<file path="src/rtl/relay_force_pkg.sv">
// Purpose: Shared constants and types for the relay and digital output block
// Assumes: APB register access, 32-bit data, one aligned word per register
// Notes: Offsets are byte addresses
package relay_force_pkg;

  localparam int ADDR_W = 8;
  localparam int NUM_CHAN = 5;
  localparam int SRC_W = 8;

  // Register byte offsets
  localparam logic [7:0] FORCE_EN_OFS = 8'h00;
  localparam logic [7:0] FORCED_VAL_OFS = 8'h04;
  localparam logic [7:0] SRC_BASE_OFS = 8'h08;
  localparam logic [7:0] SRC_STRIDE = 8'h04;
  localparam logic [7:0] OUT_STATUS_OFS = 8'h1c;

  // Force word layout
  localparam logic [15:0] FORCE_MASK = 16'h002f;
  localparam logic [15:0] FORCE_RESET = 16'h0000;
  localparam int FORCE_POS [NUM_CHAN] = '{0, 1, 2, 3, 5};
  localparam int DIGITAL_CHAN = 4;

  // Source selector codes
  localparam logic [SRC_W-1:0] SRC_OFF = 8'h00;
  localparam logic [SRC_W-1:0] SRC_ON = 8'h01;
  localparam logic [SRC_W-1:0] SRC_READY_RUN = 8'h02;
  localparam logic [SRC_W-1:0] SRC_ENABLED = 8'h04;
  localparam logic [SRC_W-1:0] SRC_PUMP_FIRST = 8'h2e;
  localparam logic [SRC_W-1:0] SRC_PUMP_LAST = 8'h32;
  localparam logic [SRC_W-1:0] SRC_EVENT_ANY = 8'h35;
  localparam logic [SRC_W-1:0] SRC_RUN_PERMIT = 8'h37;
  localparam logic [SRC_W-1:0] SRC_INTERLOCK1 = 8'h38;
  localparam logic [SRC_W-1:0] SRC_RESET = 8'h00;

  // Status bit positions
  localparam int READY_RUN_BIT = 1;
  localparam int ENABLED_BIT = 0;
  localparam int PUMP_FIRST_BIT = 1;
  localparam int RUN_PERMIT_BIT = 7;
  localparam int INTERLOCK1_BIT = 8;

  typedef struct packed {
    logic [15:0] main_word;
    logic [15:0] drive_word1;
    logic [15:0] pump_stage_status;
    logic [15:0] event_word1;
    logic [15:0] hand_off_auto;
  } status_words_type;

endpackage

</file>
<file path="src/rtl/relay_source_select.sv">
// Purpose: Maps one source selection code to an output level
// Assumes: Status words come from logic on the same clock
// Notes: Purely combinational
`timescale 1ns/1ps
module relay_source_select (
  input wire logic [relay_force_pkg::SRC_W-1:0] code,
  input wire relay_force_pkg::status_words_type status,
  output logic level
);

  logic [relay_force_pkg::SRC_W-1:0] pump_idx;
  logic pump_hit;

  assign pump_hit = (code >= relay_force_pkg::SRC_PUMP_FIRST)
                  && (code <= relay_force_pkg::SRC_PUMP_LAST);
  assign pump_idx = code - relay_force_pkg::SRC_PUMP_FIRST
                  + relay_force_pkg::SRC_W'(relay_force_pkg::PUMP_FIRST_BIT);

  always_comb
  begin
    level = 1'b0;
    if (pump_hit)
    begin
      level = status.pump_stage_status[pump_idx[3:0]];
    end
    else
    begin
      case (code)
        relay_force_pkg::SRC_OFF: level = 1'b0;
        relay_force_pkg::SRC_ON: level = 1'b1;
        relay_force_pkg::SRC_READY_RUN:
          level = status.main_word[relay_force_pkg::READY_RUN_BIT];
        relay_force_pkg::SRC_ENABLED:
          level = status.drive_word1[relay_force_pkg::ENABLED_BIT];
        relay_force_pkg::SRC_EVENT_ANY: level = |status.event_word1;
        relay_force_pkg::SRC_RUN_PERMIT:
          level = status.hand_off_auto[relay_force_pkg::RUN_PERMIT_BIT];
        relay_force_pkg::SRC_INTERLOCK1:
          level = status.hand_off_auto[relay_force_pkg::INTERLOCK1_BIT];
        default: level = 1'b0;
      endcase
    end
  end

endmodule

</file>
<file path="src/rtl/relay_output_force_select.sv">
// Purpose: Relay and digital output source selection with software force
// Assumes: APB slave, single clock, synchronous active-high reset
// Notes: One access cycle per transfer, pready from a flip-flop
//
// Overview of operation
// - Force bit 0 drives relay four
// - Force bits 1-3 drive relays five-seven
// - Force bit 5 drives digital output
// - Forced data ignored unless force enabled
// - Forced data bit 5 is digital level
// - Forced data word resets to zero
// - Codes 0 and 1 give off, on
// - Relay four selector resets to off
// - Code 2 selects main status bit 1
// - Code 4 selects drive status bit 0
// - Codes 46-50 select pump stage bits 1-5
// - Code 53 is OR of event word
// - Code 55 selects hand-off-auto bit 7
// - Code 56 selects hand-off-auto bit 8
// - Reset clears both force words
//
// Added by the designer: the register offsets and the APB slave port.
`timescale 1ns/1ps
module relay_output_force_select #(
  parameter int ADDR_W = relay_force_pkg::ADDR_W
) (
  input wire logic clk,
  input wire logic sys_rst,
  input wire logic psel,
  input wire logic penable,
  input wire logic pwrite,
  input wire logic [ADDR_W-1:0] paddr,
  input wire logic [31:0] pwdata,
  output logic [31:0] prdata,
  output logic pready,
  output logic pslverr,
  input wire relay_force_pkg::status_words_type status,
  output logic relay_output_four,
  output logic relay_output_five,
  output logic relay_output_six,
  output logic relay_output_seven,
  output logic digital_output_one
);

  localparam int NCH = relay_force_pkg::NUM_CHAN;

  if (ADDR_W < 5 || ADDR_W > 8)
  begin : g_check
    $error("ADDR_W must be 5 to 8");
  end

  logic [15:0] force_en_q;
  logic [15:0] force_en_d;
  logic [15:0] forced_q;
  logic [15:0] forced_d;
  logic [relay_force_pkg::SRC_W-1:0] src_q [NCH];
  logic [NCH-1:0] out_q;
  logic [NCH-1:0] out_d;
  logic [NCH-1:0] sel_level;
  logic [NCH-1:0] src_hit;
  logic [31:0] prdata_q;
  logic [31:0] prdata_d;
  logic pready_q;
  logic pslverr_q;
  logic pslverr_d;

  wire [7:0] addr8 = 8'(paddr);
  wire setup_phase = psel && !penable;
  wire wr_commit = psel && penable && pwrite && pready_q;
  wire hit_force_en = (addr8 == relay_force_pkg::FORCE_EN_OFS);
  wire hit_forced = (addr8 == relay_force_pkg::FORCED_VAL_OFS);
  wire hit_status = (addr8 == relay_force_pkg::OUT_STATUS_OFS);
  wire any_hit = hit_force_en || hit_forced || hit_status || (|src_hit);

  // Reserved bits are never stored
  assign force_en_d = (wr_commit && hit_force_en)
                    ? (pwdata[15:0] & relay_force_pkg::FORCE_MASK) : force_en_q;
  assign forced_d = (wr_commit && hit_forced)
                  ? (pwdata[15:0] & relay_force_pkg::FORCE_MASK) : forced_q;

  // Per-channel selection and forcing
  for (genvar i = 0; i < NCH; i++)
  begin : g_chan
    localparam int FP = relay_force_pkg::FORCE_POS[i];
    localparam logic [7:0] SRC_OFS = relay_force_pkg::SRC_BASE_OFS
                                   + 8'(i) * relay_force_pkg::SRC_STRIDE;
    assign src_hit[i] = (addr8 == SRC_OFS);

    relay_source_select u_sel (
      .code(src_q[i]),
      .status(status),
      .level(sel_level[i])
    );

    // Force overrides the multiplexer output
    assign out_d[i] = force_en_q[FP] ? forced_q[FP] : sel_level[i];

    always_ff @(posedge clk)
    begin
      if (sys_rst)
      begin
        src_q[i] <= relay_force_pkg::SRC_RESET;
      end
      else if (wr_commit && src_hit[i])
      begin
        src_q[i] <= pwdata[relay_force_pkg::SRC_W-1:0];
      end
    end
  end

  // Read data mux
  always_comb
  begin
    prdata_d = 32'h0000_0000;
    for (int k = 0; k < NCH; k++)
    begin
      if (src_hit[k])
      begin
        prdata_d = 32'(src_q[k]);
      end
    end
    if (hit_force_en)
    begin
      prdata_d = 32'(force_en_q);
    end
    if (hit_forced)
    begin
      prdata_d = 32'(forced_q);
    end
    if (hit_status)
    begin
      prdata_d = 32'(out_q);
    end
  end

  assign pslverr_d = !any_hit;

  always_ff @(posedge clk)
  begin
    if (sys_rst)
    begin
      force_en_q <= relay_force_pkg::FORCE_RESET;
      forced_q <= relay_force_pkg::FORCE_RESET;
      out_q <= '0;
    end
    else
    begin
      force_en_q <= force_en_d;
      forced_q <= forced_d;
      out_q <= out_d;
    end
  end

  // APB answer: ready in the first access cycle
  always_ff @(posedge clk)
  begin
    if (sys_rst)
    begin
      pready_q <= 1'b0;
      pslverr_q <= 1'b0;
      prdata_q <= 32'h0000_0000;
    end
    else
    begin
      pready_q <= setup_phase;
      pslverr_q <= setup_phase && pslverr_d;
      if (setup_phase && !pwrite)
      begin
        prdata_q <= prdata_d;
      end
    end
  end

  assign prdata = prdata_q;
  assign pready = pready_q;
  assign pslverr = pslverr_q;
  assign relay_output_four = out_q[0];
  assign relay_output_five = out_q[1];
  assign relay_output_six = out_q[2];
  assign relay_output_seven = out_q[3];
  assign digital_output_one = out_q[relay_force_pkg::DIGITAL_CHAN];
endmodule

</file>
<file path="config.mk">
export PLATFORM = sky130hd
export DESIGN_NAME = relay_output_force_select
export DESIGN_NICKNAME = d
export VERILOG_FILES = /design/src/rtl/relay_force_pkg.sv /design/src/rtl/relay_source_select.sv /design/src/rtl/relay_output_force_select.sv
export SDC_FILE = /design/constraint.sdc
export NUM_CORES = 1
export LEC_CHECK = 0
export BUFFER_PORTS_ARGS = -buffer_cell sky130_fd_sc_hd__buf_2
export CAP_MARGIN = 25
export CORE_MARGIN = 3
export CORE_UTILIZATION = 53
export CTS_CLUSTER_SIZE = 30
export DETAILED_ROUTE_END_ITERATION = 10
export PLACE_DENSITY = 0.93
export SYNTH_ARGS = -nofsm -noshare
export SYNTH_HDL_FRONTEND = slang
export SYNTH_HIERARCHICAL = 1
export SYNTH_SLANG_ARGS = --single-unit
export TNS_END_PERCENT = 100
</file>
<file path="constraint.sdc">
create_clock -name clk -period 3 [get_ports clk]
set_input_delay 0.15 -clock clk [delete_from_list [all_inputs] [get_ports clk]]
set_output_delay 0.15 -clock clk [all_outputs]
set_load 0.05 [all_outputs]
</file>
=== Yosys cells after proc, flatten, opt, wreduce, memory -nomap -nowiden ===
Memory sizes are Yosys's and may differ from the RTL's.
Index checks and enable logic that the tools add are counted.

* Memories: 1
* Logic and storage cells: 156
* Bits of input ports: 125
* Register bits after elaboration: 49
* Memory bits (writable): 40

{| class="wikitable"
|+ Memory list
! memory !! words !! bits a word !! rd ports !! clocked after memory_dff !! write ports !! line !! source
|-
| src_q || 5 || 8 || 5 || 0 || 5 || relay_output_force_select.sv:56 || <nowiki>logic [relay_force_pkg::SRC_W-1:0] src_q [NCH];</nowiki>
|}

* Bitwise logic cells: 5
* Multiplexer cells: 55
* Reduce and logical (&&, ||, !) cells: 27
* Eq/ne operators: 37
* $add $sub $neg: 10
* $lt $le $gt $ge: 15

{| class="wikitable"
|+ Operators by type and width
! cell !! number
|-
| 32-bit two-way mux || 6
|-
| 8-bit by 6-bit equality test with 1-bit output (second input constant) || 15
|-
| 8-bit two-way mux || 7
|-
| 8-bit by 3-bit equality test with 1-bit output (second input constant) || 6
|-
| 8-bit by 1-bit equality test with 1-bit output (second input constant) || 5
|-
| 8-bit by 2-bit equality test with 1-bit output (second input constant) || 5
|-
| 8-bit by 6-bit greater-or-equal comparator with 1-bit output (second input constant) || 5
|-
| 8-bit by 6-bit <= comparator with 1-bit output (second input constant) || 5
|-
| 8-bit by 5-bit equality test with 1-bit output (second input constant) || 4
|-
| 1-bit two-way mux || 32
|-
| 1-bit case mux with 6 select lines || 5
|-
| 4-bit by 5-bit less-than comparator with 1-bit output (second input constant) || 5
|-
| 4-bit by 1-bit adder with 4-bit output (second input constant) || 5
|-
| 1-bit binary-select mux with 4-bit select || 5
|-
| 4-bit subtractor (second input constant) || 5
|-
| 1-bit logical AND || 18
|-
| 8-bit by 4-bit equality test with 1-bit output (second input constant) || 2
|-
| 16-bit OR reduction || 1
|-
| 8-bit zero test || 1
|-
| 1-bit OR || 5
|-
| 5-bit OR reduction || 1
|-
| 1-bit zero test || 3
|-
| 1-bit logical OR || 3
|}

=== Logic depth before layout (Yosys ltp) ===
Gate-level depths: netlist of the first run.

* Depth in word-level cells: 9
* Mapped depth: 10
* Mapped depth without buffers: 9

=== Cells and area by module ===
The synthesis of the first run kept the hierarchy.

{| class="wikitable"
|+ Modules (own cells, without submodules)
! module !! seq. area each (µm²) !! cells an instance !! area each (µm²) !! times used
|-
| relay_output_force_select || 1701.6 || 326 || 3522.1 || 1
|-
| relay_source_select || 0.0 || 40 || 371.6 || 5
|}

=== Least setup slack after synthesis of the first run ===
Ideal clock, no wire load.

* Path type: reg-to-reg
* Start point: memory src_q[4][0] (netlist name)
* End point: register out_q[4]
* Path slack: 889 ps
* Setup time: 128 ps
* Path buffers: 1
* Period minus slack after synthesis: 2111 ps
* Stages on the path, launching flop included: 9
* Arrival time: 1983 ps
* Cell sequence: edfxtp_1 buf_6 inv_1 ha_1 mux4_1 mux4_2 a31o_1 mux2i_1 nor2_1

{| class="wikitable"
|+ RTL lines
! item !! line !! source
|-
| start: declaration || relay_output_force_select.sv:56 ||
|-
| end signal: assignment || relay_output_force_select.sv:150 || <nowiki>out_q <= out_d;</nowiki>
|-
| end: declaration || relay_output_force_select.sv:57 || <nowiki>logic [NCH-1:0] out_q;</nowiki>
|}

==> metrics.yaml, run 1 <==
synthCells: 526
synth_top_family_by_area: "simple AND/OR/NAND/NOR gates"
core_region_area_mm2: 0.00982
hold_viol_final: 0
postRouteAntennaNets: 0
worstSkewPairLatency_ps: 350
h-tree-depth: 3
p_sw_frac: 0.297
worstPathArrival_ps: 2710
synthesis.area_mm2: 0.00538
maxSlewHeadroom: 0.456
multiInputGateArea_mm2: 0.00337
rows: 36
synthXorXnorAreaFrac: 0.0163
finClkSkew_ps: 6.76
cts.hold.buffers_added: 0
ir_drop_mv: 0.331
seq_area_frac_synth: 0.316
drt-vias-per-instance: 6.69
synth.area.mux_share: 0.165
yosys.area_share.adder: 0.0465
seq_area_mm2: 0.00170
dp_hpwl_um: 11200
reg2reg_from: "src_q[1][0]"
nNetsFinal: 733
sequentialPowerShare: 0.471
start_util: 0.548
crit_path_start_kind: "register"
n_fill_cell: 801
drcViolationCount: 0
leakagePower_uw: 0.00224
reg2reg_depth: 7
path_max_fanout: 10
antenna_found_initial: 0
layout_common_cells: "buf_2 (71), and2_1 (41), edfxtp_1 (40)"
fin_crit_sh: 0.832
grt_overflow: 0
synth-simple-area-share: 0.247
synth_compound_area_frac: 0.136
ys_warn_count: 6
holdCritStartpoint: "penable"
n_antenna_cell: 0
status: "completed"
synth_edf_count: 40
internal_power_uw: 1480
crit_required_ps: 3220
min_path_cells: 2
tritoncts: "done"
dieArea_mm2: 0.0114
layout_setup_ws_ps: 503
ys_ff_latch: 65
die_w_um: 107
p_clk_frac: 0.339
drt-total-wl_um: 15100
power_frac_comb: 0.190
root_buffer: "clkbuf_8"
min_period_ps: 2500
grt_pass1_wl_um: 23000
yosys.cell_types.count: 63
grt_max_degree: 39
drive_gt1_frac: 0.199
area_growth_pct: 9.72
critPathMaxStageDelay_ps: 580
drv_slew: 0
power_density_mw_per_mm2: 356
detail_route.wl_per_cell_um: 20.7
gp_congestion: 0.943
clock_path_buffers: 2
ys_dominant_reg_cell: "edfxtp_1"
cts_resized: 0
rsz0062_at_grt: "no"
cp-end-kind: "register"
final.setup.tns_ps: 0
hp-class: "in2reg"
maxCapViolations: 0
net-switching-power_uw: 623
fmax_ghz: 0.400
r2r_slack_ps: 500
portBuffers: 71
r2r-end: "out_q[1]"
slowest_stage: "edfxtp_1"
cts_setup_buffers: 0
layout.cells.most_common: "buf_2"
io_pins: 164
drt_iter0_drc: 661
num_vias: 4854
cts_buffers: 9
path_cells: "inv_1 -> ha_1 -> mux4_1 -> mux4_2 -> a31o_1 -> mux2i_1 -> nor2_1"
worst_pin_slew_ps: 805
critPathKind: "reg2reg"
setup_violations: 0
hold_path_end: "pready"
grt_usage: 0.261
die_y_um: 107
first_pass_iters: 5
syn_area_per_cell_um2: 10.2
dpl_worst_slack_ps: 533
clkTransAtPathRegs_ps: 70
cts_sinks: 65
whs_ps: 50.3
async_reset_ff_frac: 0
grt_pass1_vias: 4520
[state kept, by name (all words and copies together), names as in the netlist]
register and cells:
src_q 40, prdata 8, pslverr 1, pready 1, force_en_q 5, forced_q 5
out_q 5
[worst max-delay path by stage]
stage / end / start / depth (start not counted)
after global placement: out_q[1] / src_q[1][0] / 7
final: out_q[1] / src_q[1][0] / 7
after detailed placement: out_q[1] / src_q[1][0] / 7
after global routing: out_q[1] / src_q[1][0] / 7
after CTS: out_q[1] / src_q[1][0] / 7
after floorplan: out_q[4] / src_q[4][0] / 8
[Yosys cell counts (7+ instances only)]
cell type / instances / area share
and2_1: 41 / 0.048
nand4b_1: 10 / 0.016
nor2_1: 37 / 0.026
nor2b_1: 8 / 0.0093
inv_1: 14 / 0.0098
mux2i_1: 24 / 0.045
ha_1: 20 / 0.047
nand3b_1: 11 / 0.015
buf_2: 7 / 0.0065
mux4_1: 20 / 0.098
dfxtp_1: 25 / 0.093
nand2_1: 26 / 0.018
edfxtp_1: 40 / 0.22
a21oi_1: 11 / 0.010
clkbuf_1: 14 / 0.0098
nor4_1: 20 / 0.023
buf_4: 24 / 0.033
o32ai_1: 7 / 0.011
o21ai_0: 19 / 0.018
a31oi_1: 11 / 0.013
o21a_1: 9 / 0.013
o22ai_1: 9 / 0.010
a211oi_1: 14 / 0.020
[metrics by stage]
step                      total power (uW)   util  instance area (um2)  instances
after floorplan                       1290      -                 5470        549
after global routing                  2170  0.601                 5900        726
after detailed placement              1390  0.582                 5720        710
after global placement                1380  0.582                 5720        710
final                                 2100  0.601                 5900        726
after CTS                             2090  0.601                 5900        726
[power groups by stage]
stage	logic, uW	registers [uW]	clock network, uW
after CTS	390	987	717
final	399	988	713
after global routing	422	990	757
after floorplan	281	1010	0
after detailed placement	387	1010	0
after global placement	374	1000	0
[worst max-delay path, delay by kind of cell, from the launching register on]
kind,cells,cell delay [ps]
simple gates,1,60
compound gates,1,260
buf+inv,1,140
fa+ha+maj,1,380
mux,3,940
flops,1,580
[layout make-up]
cell class              instances  share of cell area
multi-input cells             418               0.571
flip-flops and latches         65               0.288
repair buffers                 80              0.0716
well taps                     133              0.0282
clock buffers                  10              0.0216
clock inverters                 6             0.00996
inverters                      14             0.00890
[layer usage]
layer,vias up,GRT usage,part of all wire
met4,0,0.115,0.044
met1,2318,0.322,0.37
met3,73,0.0524,0.10
li1,2132,-,-
met5,-,0,0
met2,331,0.444,0.49
[kinds of logic (layout without fill, tap and decap cells)]
group / Yosys count / in the layout
other cells: 1 / 24
simple gates: 208 / 208
buf+inv: 66 / 110
flops: 65 / 65
compound gates: 106 / 106
xor+xnor: 10 / 10
mux: 50 / 50
fa+ha+maj: 20 / 20
Power figures use the tool's default switching activity.
==> run 2, diff against run 1 <==
--- a/config.mk
+++ b/config.mk
@@ -8,10 +8,10 @@
 export BUFFER_PORTS_ARGS = -buffer_cell sky130_fd_sc_hd__buf_2
 export CAP_MARGIN = 25
 export CORE_MARGIN = 3
-export CORE_UTILIZATION = 53
+export CORE_UTILIZATION = 48
 export CTS_CLUSTER_SIZE = 30
 export DETAILED_ROUTE_END_ITERATION = 10
-export PLACE_DENSITY = 0.93
+export PLACE_DENSITY = 0.89
 export SYNTH_ARGS = -nofsm -noshare
 export SYNTH_HDL_FRONTEND = slang
 export SYNTH_HIERARCHICAL = 1
==> constraint.sdc (replaced) <==
create_clock -name clk -period 2.29 [get_ports clk]
set_input_delay 0.1145 -clock clk [delete_from_list [all_inputs] [get_ports clk]]
set_output_delay 0.1145 -clock clk [all_outputs]
set_load 0.05 [all_outputs]
==> metrics.yaml, run 2 (synthesized netlist as in run 1, its figures left out) <==
status: "completed"
holdCritStartpoint: "psel"
antenna_found_initial: 0  # unchanged
num_vias: 4903  # +1.0%
grt_pass1_vias: 4667  # +3.3%
grt_overflow: 0  # unchanged
multiInputGateArea_mm2: 0.00339  # +0.52%
path_cells: "inv_1 -> ha_1 -> mux4_1 -> mux4_2 -> a31o_1 -> mux2i_1 -> nor2_1"
setup_violations: 0  # unchanged
drcViolationCount: 0  # unchanged
power_uw: 2840  # +35%
internal_power_uw: 1980  # +34%
crit_path_start_kind: "register"
h-tree-depth: 3  # unchanged
critPathKind: "reg2reg"
maxCapViolations: 0  # unchanged
hold_viol_final: 0  # unchanged
largest-register: "src_q"
reg2reg_from: "src_q[3][0]"
dieArea_mm2: 0.0125  # +9.8%
io_pins: 164  # unchanged
drt_iter0_drc: 712  # +7.7%
critPathLaunch: "src_q[3][0]"
critPathBufInv: 1  # unchanged
slowest_stage: "mux4_2"
portBuffers: 71  # unchanged
crit_required_ps: 2550  # -670 ps
cp-end-kind: "register"
core_region_area_mm2: 0.0109  # +11%
power_frac_comb: 0.198  # +0.008
die_w_um: 112  # +4.8%
nNetsFinal: 755  # +3.0%
seq_area_mm2: 0.00170  # unchanged
finish.utilization: 0.562  # -0.0393
worst_pin_slew_ps: 643  # -162 ps
path_delay_family: "multiplexers"
grt_usage: 0.243  # -0.0177
fmax_ghz: 0.442  # +10%
first_pass_iters: 6  # +1
finClkSkew_ps: 13.8  # +7.05 ps
leakagePower_uw: 0.00236  # +5.7%
detail_route.wl_per_cell_um: 20.4  # -1.5%
fin_area_mm2: 0.00612  # +3.6%
maxSlewHeadroom: 0.568  # +0.112
drt-total-wl_um: 15400  # +2.4%
net-switching-power_uw: 862  # +38%
cts_sinks: 65  # unchanged
fin_crit_sh: 0.987  # +0.155
grt_max_degree: 30  # -23%
n_antenna_cell: 0  # unchanged
postRouteAntennaNets: 0  # unchanged
rows: 38  # +5.6%
sequentialPowerShare: 0.450  # -0.021
critPathMaxStageDelay_ps: 500  # -80 ps
start_util: 0.494  # -0.0538
drive_gt1_frac: 0.234  # +0.0352
drv_slew: 0  # unchanged
tritoncts: "done"
layout.cells.most_common: "buf_2"
largest_reg_flops: 40  # unchanged
ir_drop_mv: 0.354  # +7.0%
rsz0062_at_grt: "no"
final.setup.tns_ps: 0  # unchanged
root_buffer: "clkbuf_8"
dp_hpwl_um: 11600  # +3.6%
drt-vias-per-instance: 6.49  # -2.9%
grt_pass1_wl_um: 24100  # +4.5%
layout_common_cells: "buf_2 (71), and2_1 (41), edfxtp_1 (40)"
n_fill_cell: 878  # +9.6%
worstSkewPairLatency_ps: 360  # about the same
clkTransAtPathRegs_ps: 80  # about the same
dpl-instance-area_mm2: 0.00588  # +2.9%
p_clk_frac: 0.352  # +0.013
clock_path_buffers: 2  # unchanged
area_growth_pct: 13.7
min_period_ps: 2260  # -236 ps
path_max_fanout: 5  # -5
cts_buffers: 9  # unchanged
gp_congestion: 0.993  # +5.3%
worstPathArrival_ps: 2520  # -190 ps
hp-class: "in2reg"
p_sw_frac: 0.303  # +0.00643
die_y_um: 112  # +4.8%
power_density_mw_per_mm2: 464  # +31%
## run 2: timing repair
action,CTS,global route
endpoints found under the hold margin,1,0
gates resized for setup,0,3
buffers inserted,0,0
hold buffers,1,0
setup endpoints to repair,0,3
## run 2: layout make-up
type / count / share of cell area
Clock buffer: 12 / 0.0288
Clock inverter: 4 / 0.00491
Inverter: 14 / 0.00859
Multi-Input combinational cell: 418 / 0.554
Sequential cell: 65 / 0.278
Tap cell: 140 / 0.0286
Timing Repair Buffer: 102 / 0.0965
## run 2: final timing paths
kind                to  depth (start not counted)  slack, ps
max reg2reg   out_q[3]                          7         30
min reg2reg  prdata[4]                          2        520
max           out_q[3]                          7         30
min             pready                          2         60
## run 2: worst register-to-register path, delay by kind of cell (launching register included)
family	cells	cell delay (ps)
multiplexers	3	950
flip-flops	1	420
adder cells (fa/ha/maj)	1	370
AO/OA/AOI/OAI	1	280
buffers and inverters	1	90
AND/OR/NAND/NOR	1	50
## run 2: through the flow
stage / cells / worst slack, ps / hold WS, ps
2_1_floorplan: 549 / 179 / 199
6_report: 755 / 29.1 / 62.8
4_1_cts: 755 / 62.1 / 48.5
3_5_place_dp: 738 / 40.4 / 369
5_1_grt: 755 / 0.248 / 62.6
3_3_place_gp: 738 / 78.0 / 358
## run 2: routing by layer
metal  wire (um)  vias up  global-route usage
met5           0        -                   0
met2        7060      373               0.386
met1        5820     2256               0.304
met3        1570       92              0.0587
met4         971        0               0.138
li1            -     2182                   -
## run 2: power by group through the flow
| stage | clock (uW) | combinational, uW | sequential, uW |
|---|---|---|---|
| 2_1_floorplan | 0 | 368 | 1320 |
| 6_report | 1000 | 562 | 1280 |
| 5_1_grt | 1060 | 592 | 1280 |
| 3_5_place_dp | 0 | 541 | 1300 |
| 3_3_place_gp | 0 | 522 | 1300 |
| 4_1_cts | 1000 | 544 | 1280 |
==> run 3, diff against run 2 <==
--- a/config.mk
+++ b/config.mk
@@ -7,13 +7,12 @@
 export LEC_CHECK = 0
 export BUFFER_PORTS_ARGS = -buffer_cell sky130_fd_sc_hd__buf_2
 export CAP_MARGIN = 25
-export CORE_MARGIN = 3
-export CORE_UTILIZATION = 48
+export CORE_MARGIN = 2
+export CORE_UTILIZATION = 47
 export CTS_CLUSTER_SIZE = 30
 export DETAILED_ROUTE_END_ITERATION = 10
 export PLACE_DENSITY = 0.89
 export SYNTH_ARGS = -nofsm -noshare
 export SYNTH_HDL_FRONTEND = slang
-export SYNTH_HIERARCHICAL = 1
 export SYNTH_SLANG_ARGS = --single-unit
 export TNS_END_PERCENT = 100
==> metrics.yaml, run 3 <==
status: "completed"
cts_buffers: 9  # unchanged
core_region_area_mm2: 0.0102  # -6.5%
critPathKind: "reg2reg"
clkTransAtPathRegs_ps: 80  # about the same
min_period_ps: 2230  # -26.7 ps
root_buffer: "clkbuf_8"
path_max_fanout: 9  # +4
leakagePower_uw: 0.00225  # -4.8%
drt-vias-per-instance: 6.12  # -5.7%
die_w_um: 106  # -5.3%
hp-class: "in2reg"
grt_pass1_vias: 4247  # -9.0%
crit_path_start_kind: "register"
largest_reg_flops: 40  # unchanged
yosys.area.top_type: "edfxtp_1"
ys_ff_latch: 65  # unchanged
drt-total-wl_um: 14300  # -7.5%
fmax_ghz: 0.448  # +1.2%
crit_required_ps: 2520  # -30 ps
yosysTopAreaCellShare: 0.246  # +0.0228
dp_hpwl_um: 10800  # -7.0%
cp-end-kind: "register"
ys_top_cells_by_area: "edfxtp_1 (25%), dfxtp_1 (10%), mux4_2 (9.7%), and2_1 (5.3%), ha_1 (5.1%)"
maxSlewHeadroom: 0.561  # -0.00687
cts.hold.buffers_added: 0  # -1
yosys-top-cells-count: "and2_1 (41), edfxtp_1 (40), a21oi_1 (35), nand2_1 (27), nor2_1 (26)"
io_pins: 164  # unchanged
grt_usage: 0.258  # +0.0149
cts_sinks: 65  # unchanged
worstSkewPairLatency_ps: 350  # about the same
finClkSkew_ps: 14.9  # +1.06 ps
grt_max_degree: 29  # -3.3%
grt_overflow: 0  # unchanged
first_pass_iters: 7  # +1
hold_viol_final: 0  # unchanged
async_reset_ff_frac: 0  # unchanged
dieArea_mm2: 0.0112  # -10%
worstPathArrival_ps: 2470  # -50 ps
clock_path_buffers: 2  # unchanged
h-tree-depth: 3  # unchanged
num_vias: 4402  # -10%
ys_dominant_reg_cell: "edfxtp_1"
synth_edf_count: 40  # unchanged
drcViolationCount: 0  # unchanged
yosysMostFrequentCell: "and2_1"
rows: 37  # -2.6%
power_density_mw_per_mm2: 490  # +5.5%
tritoncts: "done"
layout_common_cells: "buf_2 (71), and2_1 (41), edfxtp_1 (40)"
fin_crit_sh: 0.976  # -0.0117
rsz0062_at_grt: "no"
nNetsFinal: 723  # -4.2%
postRouteAntennaNets: 0  # unchanged
largest-register: "src_q"
worst_pin_slew_ps: 653  # +10.2 ps
n_antenna_cell: 0  # unchanged
final.setup.tns_ps: 0  # unchanged
setup_violations: 0  # unchanged
grt_pass1_wl_um: 22300  # -7.5%
die_y_um: 106  # -5.3%
portBuffers: 71  # unchanged
start_util: 0.479  # -0.0149
detail_route.wl_per_cell_um: 19.8  # -2.9%
drv_slew: 0  # unchanged
seq_area_frac_synth: 0.349  # +0.0323
ir_drop_mv: 0.284  # -20%
maxCapViolations: 0  # unchanged
drive_gt1_frac: 0.249  # +0.0146
layout.cells.most_common: "buf_2"
ys_warn_count: 0  # -6
power_uw: 2750  # -3.2%
n_fill_cell: 837  # -4.7%
finish.utilization: 0.551  # -0.0108
synthCells: 498  # -5.3%
syn_area_per_cell_um2: 9.80  # -4.2%
synthesis.area_mm2: 0.00488  # -9.3%
area_growth_pct: 15.0
drt_iter0_drc: 600  # -16%
antenna_found_initial: 0  # unchanged
gp_congestion: 1.03  # +3.8%
yosys.cell_types.count: 59  # -6.3%
[run 3: worst paths after layout]
kind         slack, ps         to        start  cells after the start
min reg2reg        460  prdata[7]    prdata[7]                      2
max                 60   out_q[1]  src_q[1][0]                      5
min                 80     pready         psel                      3
max reg2reg         60   out_q[1]  src_q[1][0]                      5
[run 3: cells by family (layout without fill, tap and decap cells)]
logic type / after synthesis / in the layout / share of synthesized area
fa+ha+maj: 20 / 20 / 0.0513
buf+inv: 77 / 139 / 0.0802
xor+xnor: 10 / 10 / 0.0179
compound gates: 114 / 114 / 0.152
flops: 65 / 65 / 0.349
simple gates: 172 / 172 / 0.202
other cells: 1 / 24 / 0.000768
mux: 39 / 39 / 0.147
[run 3: report_power, final]
group	leakage [uW]	internal (uW)	switching (uW)	total, uW
registers	0.000632	1260	27.1	1290
clock network	0.0000953	466	476	943
logic	0.00152	182	337	519
total	0.00225	1910	840	2750
[run 3: final cells by class]
cell class	instances	area, um2	area share
tap	136	170	0.0303
sequential	65	1700	0.303
inverter	24	90.1	0.0161
multi-input combinational	379	2890	0.514
clock buffer	10	149	0.0265
timing repair buffer	99	569	0.101
clock inverter	6	45.0	0.00803
[run 3: stage by stage]
stage | setup slack [ps] | cells | hold slack [ps] | area, um2
floorplan | 24.6 | 521 | 258 | 4970
global placement | 69.1 | 703 | 414 | 5400
detailed placement | 50.1 | 703 | 436 | 5400
CTS | 41.8 | 719 | 65.7 | 5600
global route | 13.9 | 719 | 114 | 5610
finish | 55.8 | 719 | 82.1 | 5610
[run 3: routing by layer]
layer	up-vias	share of wire	GRT usage
met4	0	0.035	0.110
li1	1985	-	-
met1	2075	0.39	0.340
met2	297	0.48	0.423
met3	45	0.098	0.0429
met5	-	0	0
[run 3: timing repair]
action,in CTS,in global routing
endpoints found under the setup margin,0,1
gates resized for setup,0,2
setup buffers,0,0
[run 3: critical path: stages (launching register included)]
cell      delay, ps
edfxtp_1        370
buf_6           160
mux4_1          550
mux4_2          500
nor4b_1         180
o311a_1         380
